### config.mk
export PLATFORM = sky130hd
export DESIGN_NAME = sdram_mode_ctrl
export DESIGN_NICKNAME = d
export VERILOG_FILES = /design/src/rtl/sdram_mode_pkg.sv /design/src/rtl/sdram_mode_ctrl.sv /design/src/rtl/burst_col_order.sv
export SDC_FILE = /design/constraint.sdc
export NUM_CORES = 1
export LEC_CHECK = 0
export ABC_CLOCK_PERIOD_IN_PS = 2009
export BUFFER_PORTS_ARGS = -buffer_cell sky130_fd_sc_hd__buf_2
export CAP_MARGIN = 20
export CORE_MARGIN = 2
export CORE_UTILIZATION = 45
export DETAILED_ROUTE_END_ITERATION = 16
export GPL_ROUTABILITY_DRIVEN = 0
export PLACE_DENSITY_LB_ADDON = 0.25
export SLEW_MARGIN = 25
export SYNTH_ARGS = -nofsm -noshare
export SYNTH_HDL_FRONTEND = slang
export SYNTH_HIERARCHICAL = 1
export SYNTH_SLANG_ARGS = --single-unit
### constraint.sdc
create_clock -name clk -period 2.01 [get_ports clk]
set_input_delay 0.402 -clock clk [delete_from_list [all_inputs] [get_ports clk]]
set_output_delay 0.402 -clock clk [all_outputs]
set_load 0.005 [all_outputs]
### src/rtl/sdram_mode_pkg.sv
package sdram_mode_pkg;

  // ----------------------------------------------------------------
  // widths
  // ----------------------------------------------------------------
  localparam int ADDR_W = 16;
  localparam int BA_W   = 3;
  localparam int MR_W   = 19;
  localparam int LAT_W  = 5;
  localparam int BEAT_W = 3;

  // ----------------------------------------------------------------
  // register select from bank address
  // ----------------------------------------------------------------
  localparam logic [BA_W-1:0] SEL_BASE = 3'h0;
  localparam logic [BA_W-1:0] SEL_MR1  = 3'h1;
  localparam logic [BA_W-1:0] SEL_MR2  = 3'h2;
  localparam logic [BA_W-1:0] SEL_MR3  = 3'h3;
  localparam int              OTHER_MRS = 3;

  // ----------------------------------------------------------------
  // base_mode_register field positions
  // ----------------------------------------------------------------
  localparam int BL_LO         = 0;
  localparam int BL_HI         = 1;
  localparam int LAT_EXT       = 2;
  localparam int ORDER_BIT     = 3;
  localparam int LAT_LO        = 4;
  localparam int LAT_HI        = 6;
  localparam int DLL_RST       = 8;
  localparam int WR_LO         = 9;
  localparam int WR_HI         = 11;
  localparam int PWRDN_DLL_BIT = 12;
  localparam int OTF_BIT       = 12;
  localparam logic [MR_W-1:0] BASE_RESET = 19'h00000;

  // ----------------------------------------------------------------
  // burst length codes
  // ----------------------------------------------------------------
  localparam logic [1:0] BL_FIXED8 = 2'h0;
  localparam logic [1:0] BL_OTF    = 2'h1;
  localparam logic [1:0] BL_FIXED4 = 2'h2;

  // ----------------------------------------------------------------
  // latency and timing
  // ----------------------------------------------------------------
  localparam logic [LAT_W-1:0] LAT_BASE    = 5'h04;
  localparam logic [LAT_W-1:0] LAT_EXT_ADD = 5'h08;
  localparam logic [LAT_W-1:0] LAT_MIN     = 5'h05;
  localparam logic [LAT_W-1:0] LAT_MAX     = 5'h0E;
  localparam int               DLLK_CYCLES    = 512;
  localparam int               MOD_CYCLES_DEF = 12;
  localparam int               WRITE_LAT_DEF  = 5;
  localparam logic [BEAT_W-1:0] LAST_BEAT = 3'h7;
  localparam int               NIBBLE_BIT = 2;

  // ----------------------------------------------------------------
  // carriers
  // ----------------------------------------------------------------
  typedef struct packed {
    logic              cs_n;
    logic              ras_n;
    logic              cas_n;
    logic              we_n;
    logic [BA_W-1:0]   ba;
    logic [ADDR_W-1:0] addr;
  } cmd_pins_t;

  typedef struct packed {
    logic [1:0]       burst_length;
    logic             burst_ordering_select;
    logic [LAT_W-1:0] read_latency_cycles;
    logic [LAT_W-1:0] write_recovery;
    logic             precharge_powerdown_dll;
  } mode_fields_t;

  function automatic logic [LAT_W-1:0] wr_decode(input logic [2:0] code);
    logic [LAT_W-1:0] r;
    r = 5'h10;
    case (code)
      3'h1: r = 5'h05;
      3'h2: r = 5'h06;
      3'h3: r = 5'h07;
      3'h4: r = 5'h08;
      3'h5: r = 5'h0A;
      3'h6: r = 5'h0C;
      3'h7: r = 5'h0E;
      default: r = 5'h10;
    endcase
    return r;
  endfunction : wr_decode

  function automatic mode_fields_t decode_fields(input logic [MR_W-1:0] mr);
    mode_fields_t     f;
    logic [LAT_W-1:0] lat;
    lat = LAT_BASE + {2'h0, mr[LAT_HI:LAT_LO]} + (mr[LAT_EXT] ? LAT_EXT_ADD : 5'h00);
    if (lat < LAT_MIN)
      lat = LAT_MIN;
    else if (lat > LAT_MAX)
      lat = LAT_MAX;
    f.burst_length            = mr[BL_HI:BL_LO];
    f.burst_ordering_select   = mr[ORDER_BIT];
    f.read_latency_cycles     = lat;
    f.write_recovery          = wr_decode(mr[WR_HI:WR_LO]);
    f.precharge_powerdown_dll = mr[PWRDN_DLL_BIT];
    return f;
  endfunction : decode_fields

endpackage : sdram_mode_pkg

### src/rtl/sdram_mode_ctrl.sv
`timescale 1ns/1ps
// Notes on behaviour
// - mode registers keep contents until rewritten or reset; DLL reset bit self-clears
// - new settings apply after the update interval; DLL reset takes longer
// - on-the-fly mode: A12 low gives chop 4, high gives 8
// - burst wraps within aligned block set by upper column bits
// - ordering select chooses sequential or interleaved column order for reads; writes ignore it
// - sequential reads rotate within the nibble, then the other nibble
// - interleaved reads use start column XOR beat count
// - chop-4 reads drive four beats then release drivers for four slots
// - chop-4 writes use only bit 2; length-8 writes always 0 to 7
// - chop-4 bursts start internally at the same time as length-8
// - writing DLL reset bit starts DLL reset, bit clears itself
// - read latency field sets whole-cycle delay, 5 to 14
// - power-down DLL bit 0 stops DLL (slow exit), 1 keeps it
// - bank address bits pick the target mode register
module sdram_mode_ctrl
  import sdram_mode_pkg::*;
#(
  parameter int MOD_CYCLES = MOD_CYCLES_DEF,
  parameter int WRITE_LAT  = WRITE_LAT_DEF,
  parameter int COL_W      = 10
)
(
  // clock and reset
  input  wire logic                clk,
  input  wire logic                rst_n,
  // command pins
  input  wire cmd_pins_t           cmd_pins,
  // register state
  output logic [MR_W-1:0]          base_mode_register,
  output logic [OTHER_MRS-1:0][ADDR_W-1:0] other_mode_registers,
  output mode_fields_t             mode_fields,
  output logic                     settings_ready,
  // DLL
  output logic                     dll_reset_pulse,
  output logic                     dll_locked,
  output logic                     dll_off_in_powerdown,
  // burst beats
  output logic                     beat_valid,
  output logic [COL_W-1:0]         beat_col,
  output logic                     beat_active,
  output logic                     beat_dq_oe
);

  localparam int MOD_W  = $clog2(MOD_CYCLES + 1);
  localparam int DLLK_W = $clog2(DLLK_CYCLES + 1);
  localparam logic [MOD_W-1:0]  MOD_LOAD  = MOD_W'(MOD_CYCLES);
  localparam logic [DLLK_W-1:0] DLLK_LOAD = DLLK_W'(DLLK_CYCLES);
  localparam logic [LAT_W-1:0]  WLAT      = LAT_W'(WRITE_LAT);

  typedef enum logic [1:0] {ST_IDLE, ST_WAIT, ST_BEATS} burst_state_t;

  // ----------------------------------------------------------------
  // pin synchroniser and command decode
  // ----------------------------------------------------------------
  cmd_pins_t pins_meta_reg;
  cmd_pins_t pins_reg;

  always_ff @(posedge clk)
  begin
    pins_meta_reg <= cmd_pins;
    pins_reg      <= pins_meta_reg;
  end

  logic is_mrs;
  logic is_read;
  logic is_write;

  assign is_mrs   = ~pins_reg.cs_n & ~pins_reg.ras_n & ~pins_reg.cas_n & ~pins_reg.we_n;
  assign is_read  = ~pins_reg.cs_n & pins_reg.ras_n & ~pins_reg.cas_n & pins_reg.we_n;
  assign is_write = ~pins_reg.cs_n & pins_reg.ras_n & ~pins_reg.cas_n & ~pins_reg.we_n;

  // ----------------------------------------------------------------
  // mode register storage
  // ----------------------------------------------------------------
  logic [MR_W-1:0]                  base_reg;
  logic [OTHER_MRS-1:0][ADDR_W-1:0] mr_other_reg;
  logic                             base_write;

  assign base_write = is_mrs & (pins_reg.ba == SEL_BASE);

  always_ff @(posedge clk)
  begin
    if (!rst_n)
      base_reg <= BASE_RESET;
    else if (base_write)
      base_reg <= {pins_reg.ba, pins_reg.addr};
    else if (base_reg[DLL_RST])
      base_reg[DLL_RST] <= 1'b0;
  end

  always_ff @(posedge clk)
  begin
    if (!rst_n)
      mr_other_reg <= '0;
    else if (is_mrs && pins_reg.ba == SEL_MR1)
      mr_other_reg[0] <= pins_reg.addr;
    else if (is_mrs && pins_reg.ba == SEL_MR2)
      mr_other_reg[1] <= pins_reg.addr;
    else if (is_mrs && pins_reg.ba == SEL_MR3)
      mr_other_reg[2] <= pins_reg.addr;
  end

  assign base_mode_register   = base_reg;
  assign other_mode_registers = mr_other_reg;
  assign dll_reset_pulse      = base_reg[DLL_RST];

  // ----------------------------------------------------------------
  // mode-update interval: new fields take effect when it expires
  // ----------------------------------------------------------------
  logic [MOD_W-1:0] mod_cnt_reg;
  mode_fields_t     fields_reg;

  always_ff @(posedge clk)
  begin
    if (!rst_n)
      mod_cnt_reg <= '0;
    else if (is_mrs)
      mod_cnt_reg <= MOD_LOAD;
    else if (mod_cnt_reg != '0)
      mod_cnt_reg <= mod_cnt_reg - 1'b1;
  end

  // the update lands on the last counted cycle, so a burst accepted just
  // after settings_ready rises already sees the new fields
  always_ff @(posedge clk)
  begin
    if (!rst_n)
      fields_reg <= decode_fields(BASE_RESET);
    else if (mod_cnt_reg == MOD_W'(1))
      fields_reg <= decode_fields(base_reg);
  end

  assign settings_ready       = (mod_cnt_reg == '0);
  assign mode_fields          = fields_reg;
  assign dll_off_in_powerdown = ~fields_reg.precharge_powerdown_dll;

  // ----------------------------------------------------------------
  // DLL lock timer, longer than the update interval
  // ----------------------------------------------------------------
  logic [DLLK_W-1:0] dll_cnt_reg;

  always_ff @(posedge clk)
  begin
    if (!rst_n)
      dll_cnt_reg <= '0;
    else if (base_reg[DLL_RST])
      dll_cnt_reg <= DLLK_LOAD;
    else if (dll_cnt_reg != '0)
      dll_cnt_reg <= dll_cnt_reg - 1'b1;
  end

  assign dll_locked = (dll_cnt_reg == '0) & ~base_reg[DLL_RST];

  // ----------------------------------------------------------------
  // burst acceptance
  // ----------------------------------------------------------------
  burst_state_t        state_reg;
  logic [LAT_W-1:0]    lat_cnt_reg;
  logic [BEAT_W-1:0]   beat_idx_reg;
  logic [BEAT_W-1:0]   start_reg;
  logic [COL_W-1:0]    block_reg;
  logic                wr_reg;
  logic                chop_reg;
  logic                ilv_reg;
  logic                cmd_chop;
  logic [LAT_W-1:0]    cmd_lat;

  // chop decided per command in on-the-fly mode
  assign cmd_chop = (fields_reg.burst_length == BL_FIXED4) |
                    ((fields_reg.burst_length == BL_OTF) & ~pins_reg.addr[OTF_BIT]);
  // chop and length-8 share one start latency
  assign cmd_lat  = is_write ? WLAT : fields_reg.read_latency_cycles;

  always_ff @(posedge clk)
  begin
    if (!rst_n)
    begin
      state_reg    <= ST_IDLE;
      lat_cnt_reg  <= '0;
      beat_idx_reg <= '0;
      start_reg    <= '0;
      block_reg    <= '0;
      wr_reg       <= 1'b0;
      chop_reg     <= 1'b0;
      ilv_reg      <= 1'b0;
    end
    else
    begin
      case (state_reg)
        ST_IDLE:
        begin
          // a new command while a burst runs is not accepted
          if (is_read || is_write)
          begin
            state_reg   <= ST_WAIT;
            lat_cnt_reg <= cmd_lat - 1'b1;
            start_reg   <= pins_reg.addr[BEAT_W-1:0];
            block_reg   <= pins_reg.addr[COL_W-1:0];
            wr_reg      <= is_write;
            chop_reg    <= cmd_chop;
            ilv_reg     <= fields_reg.burst_ordering_select;
          end
        end
        ST_WAIT:
        begin
          lat_cnt_reg <= lat_cnt_reg - 1'b1;
          if (lat_cnt_reg == LAT_W'(1))
          begin
            state_reg    <= ST_BEATS;
            beat_idx_reg <= BEAT_W'(1);
          end
        end
        ST_BEATS:
        begin
          beat_idx_reg <= beat_idx_reg + 1'b1;
          if (beat_idx_reg == LAST_BEAT)
            state_reg <= ST_IDLE;
        end
        default:
          state_reg <= ST_IDLE;
      endcase
    end
  end

  // ----------------------------------------------------------------
  // beat outputs
  // ----------------------------------------------------------------
  logic [BEAT_W-1:0] cur_beat;
  logic [BEAT_W-1:0] low_col;
  logic              emit;
  logic              slot_used;

  assign emit      = ((state_reg == ST_WAIT) && (lat_cnt_reg == LAT_W'(1))) ||
                     (state_reg == ST_BEATS);
  assign cur_beat  = (state_reg == ST_BEATS) ? beat_idx_reg : '0;
  assign slot_used = ~chop_reg | ~cur_beat[NIBBLE_BIT];

  burst_col_order u_order (
    .start_col  (start_reg),
    .interleave (ilv_reg),
    .is_write   (wr_reg),
    .chop4      (chop_reg),
    .beat       (cur_beat),
    .col        (low_col)
  );

  always_ff @(posedge clk)
  begin
    if (!rst_n)
    begin
      beat_valid  <= 1'b0;
      beat_col    <= '0;
      beat_active <= 1'b0;
      beat_dq_oe  <= 1'b0;
    end
    else
    begin
      beat_valid  <= emit;
      // upper bits stay fixed so the burst wraps inside its block
      beat_col    <= {block_reg[COL_W-1:BEAT_W], low_col};
      beat_active <= emit & slot_used;
      beat_dq_oe  <= emit & slot_used & ~wr_reg;
    end
  end

endmodule : sdram_mode_ctrl

### src/rtl/burst_col_order.sv
`timescale 1ns/1ps
module burst_col_order
  import sdram_mode_pkg::*;
(
  // burst description
  input  wire logic [BEAT_W-1:0] start_col,
  input  wire logic              interleave,
  input  wire logic              is_write,
  input  wire logic              chop4,
  // beat
  input  wire logic [BEAT_W-1:0] beat,
  output logic      [BEAT_W-1:0] col
);

  logic [1:0] rot;

  assign rot = start_col[1:0] + beat[1:0];

  always_comb
  begin
    if (is_write)
    begin
      // writes ignore the low bits; chop keeps only the nibble select
      col = chop4 ? {start_col[NIBBLE_BIT], beat[1:0]} : beat;
    end
    else if (interleave)
    begin
      col = start_col ^ beat;
    end
    else
    begin
      col = {start_col[NIBBLE_BIT] ^ beat[NIBBLE_BIT], rot};
    end
  end

endmodule : burst_col_order

# Word level (Yosys, flattened, before mapping)
# Index checks and enable logic that the tools add are counted.
# totals
regBits,180
latch_bits,0
mem_bits_rw,0
mem_bits_ro,0
wordCells,143
mem_count,0
# classes
n_addsub,8
multipliers,0
n_div,0
n_lt_le_gt_ge,2
n_eq_ne,20
shifts,0
muxes,21
n_bitwise,29
n_reduce_logical,25
# op_table
operator,count
$pmux 5 s7,1
$mux 10,2
$mux 5,4
$eq 3x3->1 const B,5
$mux 3,5
$not 1->1,13
$and 1x1->1,12
$eq 3x2->1 const B,4
$mux 4,3
$logic_not 10->1,1
$pmux 5 s2,1
$reduce_and 2->1,5
$reduce_bool 10->1,1
$sub 10x1->10 const B,1
$sub 5x1->5 const B,2
$reduce_bool 2->1,4
$eq 3x1->1 const B,2
$mux 2,3
$pmux 2 s3,1
$pmux 3 s2,1
$reduce_and 3->1,2
$add 4x4->5,1
$eq 5x1->1 const B,1
$gt 5x4->1 const B,1
20 further kinds,29

# Depth between registers and ports, before layout
# depth
depth_word,8
depth_mapped,9

# Hierarchy
# The synthesis kept the hierarchy.
# by_module_without_submodules
mod,instances,cells_each,area_per_inst_um2
sdram_mode_ctrl,1,655,6090.8
burst_col_order,1,11,93.8

# Worst setup path before layout
# No wires, ideal clock.
# synth_timing
path_type,reg-to-reg
from,register pins_reg[19] in the netlist's numbering
to,"register mr_other_reg, in the netlist other_mode_registers[10]"
setup_time_ns,0.140
arrival_ns,1.879
required_time_ns,1.870
setup_slack_ns,-0.009
stages_incl_launch_ff,8
n_path_buf,3
synth_period_minus_slack_ns,2.019
cell_sequence,dfxtp_1 > or4_1 > buf_6 > or4b_4 > buf_6 > buf_8 > nand2_2 > a21oi_2
# synth_between
elab_chain_cells,3
# synth_lines
element,line_no,rtl
start: declaration,sdram_mode_ctrl.sv:58,cmd_pins_t pins_reg;
start signal: assignment,sdram_mode_ctrl.sv:63,pins_reg <= pins_meta_reg;
$not 1->1,sdram_mode_ctrl.sv:70,assign is_mrs = ~pins_reg.cs_n & ~pins_reg.ras_n & ~pins_reg.cas_n & ~pins_reg.we_n;
$and 1x1->1,sdram_mode_ctrl.sv:70,
$logic_and 1x1->1,sdram_mode_ctrl.sv:97,else if (is_mrs && pins_reg.ba == SEL_MR1)
end: declaration,sdram_mode_ctrl.sv:78,logic [OTHER_MRS-1:0][ADDR_W-1:0] mr_other_reg;
# No other way between the ends.
# A chain may end at the register's enable or synchronous reset.

# Final worst setup path
# layout_timing
from,register dll_cnt_reg[0]
to,output dll_locked
# layout_between
elab_chain_cells,2
# layout_lines
element,line_no,rtl
start: declaration,sdram_mode_ctrl.sv:142,logic [DLLK_W-1:0] dll_cnt_reg;
start signal: assignment,sdram_mode_ctrl.sv:151,dll_cnt_reg <= dll_cnt_reg - 1'b1;
$logic_not 10->1,sdram_mode_ctrl.sv:154,assign dll_locked = (dll_cnt_reg == '0) & ~base_reg[DLL_RST];
$and 1x1->1,sdram_mode_ctrl.sv:154,
end: declaration,sdram_mode_ctrl.sv:37,"output logic dll_locked,"
# No other way between the ends.

==> flow_summary.yaml <==
outcome:
  outcome: "finished, final reports clean"
drt:
  drtIter0Drc: 323
  post-route-drc-count: 0
  vias_per_cell: 5.002
  detail_route.first_pass.iterations: 7
  wl_um: 14550
  post_drt_wl_per_cell_um: 14.70
  via_count: 4952
  drtAntennaViolNets: 0
cells_and_area:
  antennaDiodeCount: 0
  area_delta_synth_final_pct: 25.07
  multi_input_area_um2: 2445
  final_cell_mix: "174 x dfxtp_1, 163 x nand2_1, 122 x buf_2"
  largest_reg_flops: 48
  fillers: 1201
  drive_gt1_frac: 0.2752
  nets: 839
  layout.cells.non_filler: 990
  seq_area_um2: 3547
  mostFrequentLayoutCell: "dfxtp_1"
power_and_ir_drop:
  power.density_nw_per_um2: 1094
  p_leak_nw: 3.230
  vdd_drop_max_mv: 0.6845
place:
  dp.cells: 956
  dp_hpwl_um: 10330
  place_ws_ns: 0.05637
  numPortBuffers: 122
sta:
  final_max_slew_viol_count: 0
  rsz0062_at_grt: "true"
  setup_viol: 0
  period_minus_slack_ns: 1.931
  relSlewSlack: 0.6641
  timing.final.ws_setup_ns: 0.07936
  skew_ns: 0.008598
  fmax_ghz: 0.5180
  max_slew.worst_pin.slew_ns: 0.4911
  hold_violations: 0
  fin_crit_sh: 0.9605
global_route:
  grt_start_max_net_pins: 98
  antenna_found_initial: 0
  grt_pass1_wl_um: 23500
  overflow: 0
  grt_pass1_vias: 4857
  grt_usage: 0.2070
floorplanning:
  dieArea_um2: 14700
  die-height_um: 121.2
  core_area_um2: 13350
  rows: 42
  initial_core_util: 0.4633
  io_pins: 123
  die_width_um: 121.2
setup_path:
  crit_required_ns: 1.61
  max_stage_delay_ns: 0.35
  worstPathArrival_ns: 1.53
  end_kind: "output port"
  cp_cell_sequence: "inv_2 -> ha_2 -> nor3b_4 -> nand3_2 -> nor2_1 -> buf_2"
  cp_slowest_cell: "dfxtp_2"
  crit_fanout: 5
  path_buf_inv: 2
  crit_family: "simple AND/OR/NAND/NOR gates"
  path_class: "reg2out"
  cp-start-kind: "register"
clock_network:
  cts_tree: "built"
  numCtsBuffers: 17
  ctsHoldBuffers: 0
  root_buffer: "clkbuf_16"
  cts.sinks: 177
  clkTransAtPathRegs_ns: 0.07
  clock_latency_ns: 0.43
  htree_levels: 4
  clockBufferDepth: 2
worst_hold_path:
  min_path_type: "in2reg"
synth:
  ys.flop_type: "dfxtp_1"
  syn_area_per_cell_um2: 9.286
  ys_seq_elements: 177
  ys_seq_area_frac: 0.5729
  synth_area_leader_cell: "dfxtp_1"
  synth_cell_type_count: 55
  synthCells: 666
  syn-num-nets: 704
  async_reset_ff_frac: 0
  synth_area_um2: 6185
  ys.warnings.count: 6
  yosysTopAreaCellShare: 0.5729
  synth_edf_count: 0
  synth.area.top_cells: "dfxtp_1 57%, nand2_1 9.9%, a21oi_1 7.0%"
flow_run:
  max-cap-violations: 0
-- layer usage --
| metal | up-vias | routed length [um] | GRT usage |
|---|---|---|---|
| met5 | - | 0 | 0 |
| met4 | 0 | 253 | 0.08046 |
| met3 | 22 | 948 | 0.06532 |
| met2 | 120 | 7022 | 0.3455 |
| met1 | 2322 | 6326 | 0.2487 |
| li1 | 2488 | - | - |
-- through the flow --
| step | power (mW) | area, um2 | TNS (ns) | utilization | hold WS (ns) |
|---|---|---|---|---|---|
| floorplan | 4.718 | 6185 | 0 | - | 0.3096 |
| detailed placement | 5.097 | 7083 | 0 | 0.5307 | 0.3121 |
| CTS | 8.490 | 7715 | 0 | 0.5780 | 0.05416 |
| global route | 8.837 | 7735 | -0.009750 | 0.5795 | 0.05155 |
| global placement | 5.045 | 7083 | 0 | 0.5307 | 0.3100 |
| finish | 8.459 | 7735 | 0 | 0.5795 | 0.07315 |
-- synthesized netlist by cell type, types with 6 or more instances --
master,n
clkbuf_1,23
nor2_1,28
a21oi_2,10
ha_1,13
and2_1,14
inv_1,16
nor2b_1,6
o21ai_0,10
nor3_1,9
nand2_2,10
dfxtp_1,177
xnor2_1,8
and3_1,6
a21oi_1,87
nand2_1,163
a211oi_1,10
buf_2,6
-- layout make-up --
cell class              instances  area share
repair buffers                150      0.1110
clock inverters                15     0.02265
well taps                     176     0.02847
flip-flops and latches        177      0.4586
multi-input cells             438      0.3161
inverters                      17    0.008250
clock buffers                  17     0.05500
-- cell families (layout without fill, tap and decap cells) --
kind of cell,Yosys count,after routing,share of synthesized area
and+or+nand+nor,276,276,0.2142
DFF,177,177,0.5729
AOI/OAI and AO/OA,133,133,0.1254
buffers and inverters,51,199,0.03702
adders and majority gates,13,13,0.02630
xor gates and xnor gates,10,10,0.01416
muxes,6,6,0.009913
-- worst paths after layout --
check / startpoint / endpoint / slack [ns] / depth (start not counted)
max reg2reg: pins_reg[22] / other_mode_registers[35] / 0.09 / 6
min reg2reg: pins_meta_reg[8] / pins_reg[8] / 0.32 / 0
min: cmd_pins[14] / pins_meta_reg[14] / 0.07 / 1
max: dll_cnt_reg[0] / dll_locked / 0.08 / 6
-- power breakdown --
part	internal [mW]	switching, mW	leakage [nW]
Clock	1.87	1.44	0.291
Sequential	3.72	0.212	1.45
Combinational	0.580	0.633	1.49
-- worst register-to-register path: stages (launching register included) --
cell	delay, ns
dfxtp_1	0.34
or4_4	0.55
buf_4	0.19
or3_1	0.35
buf_4	0.20
nand2_1	0.09
a21oi_1	0.07
-- repair_timing --
item,4_1_cts,5_1_grt
pin swaps,1,0
endpoints found under the hold margin,0,0
endpoints found under the setup margin,1,20
resized for setup,3,10
buffers inserted,2,0
Note: power is estimated with default switching activity, not from simulation.
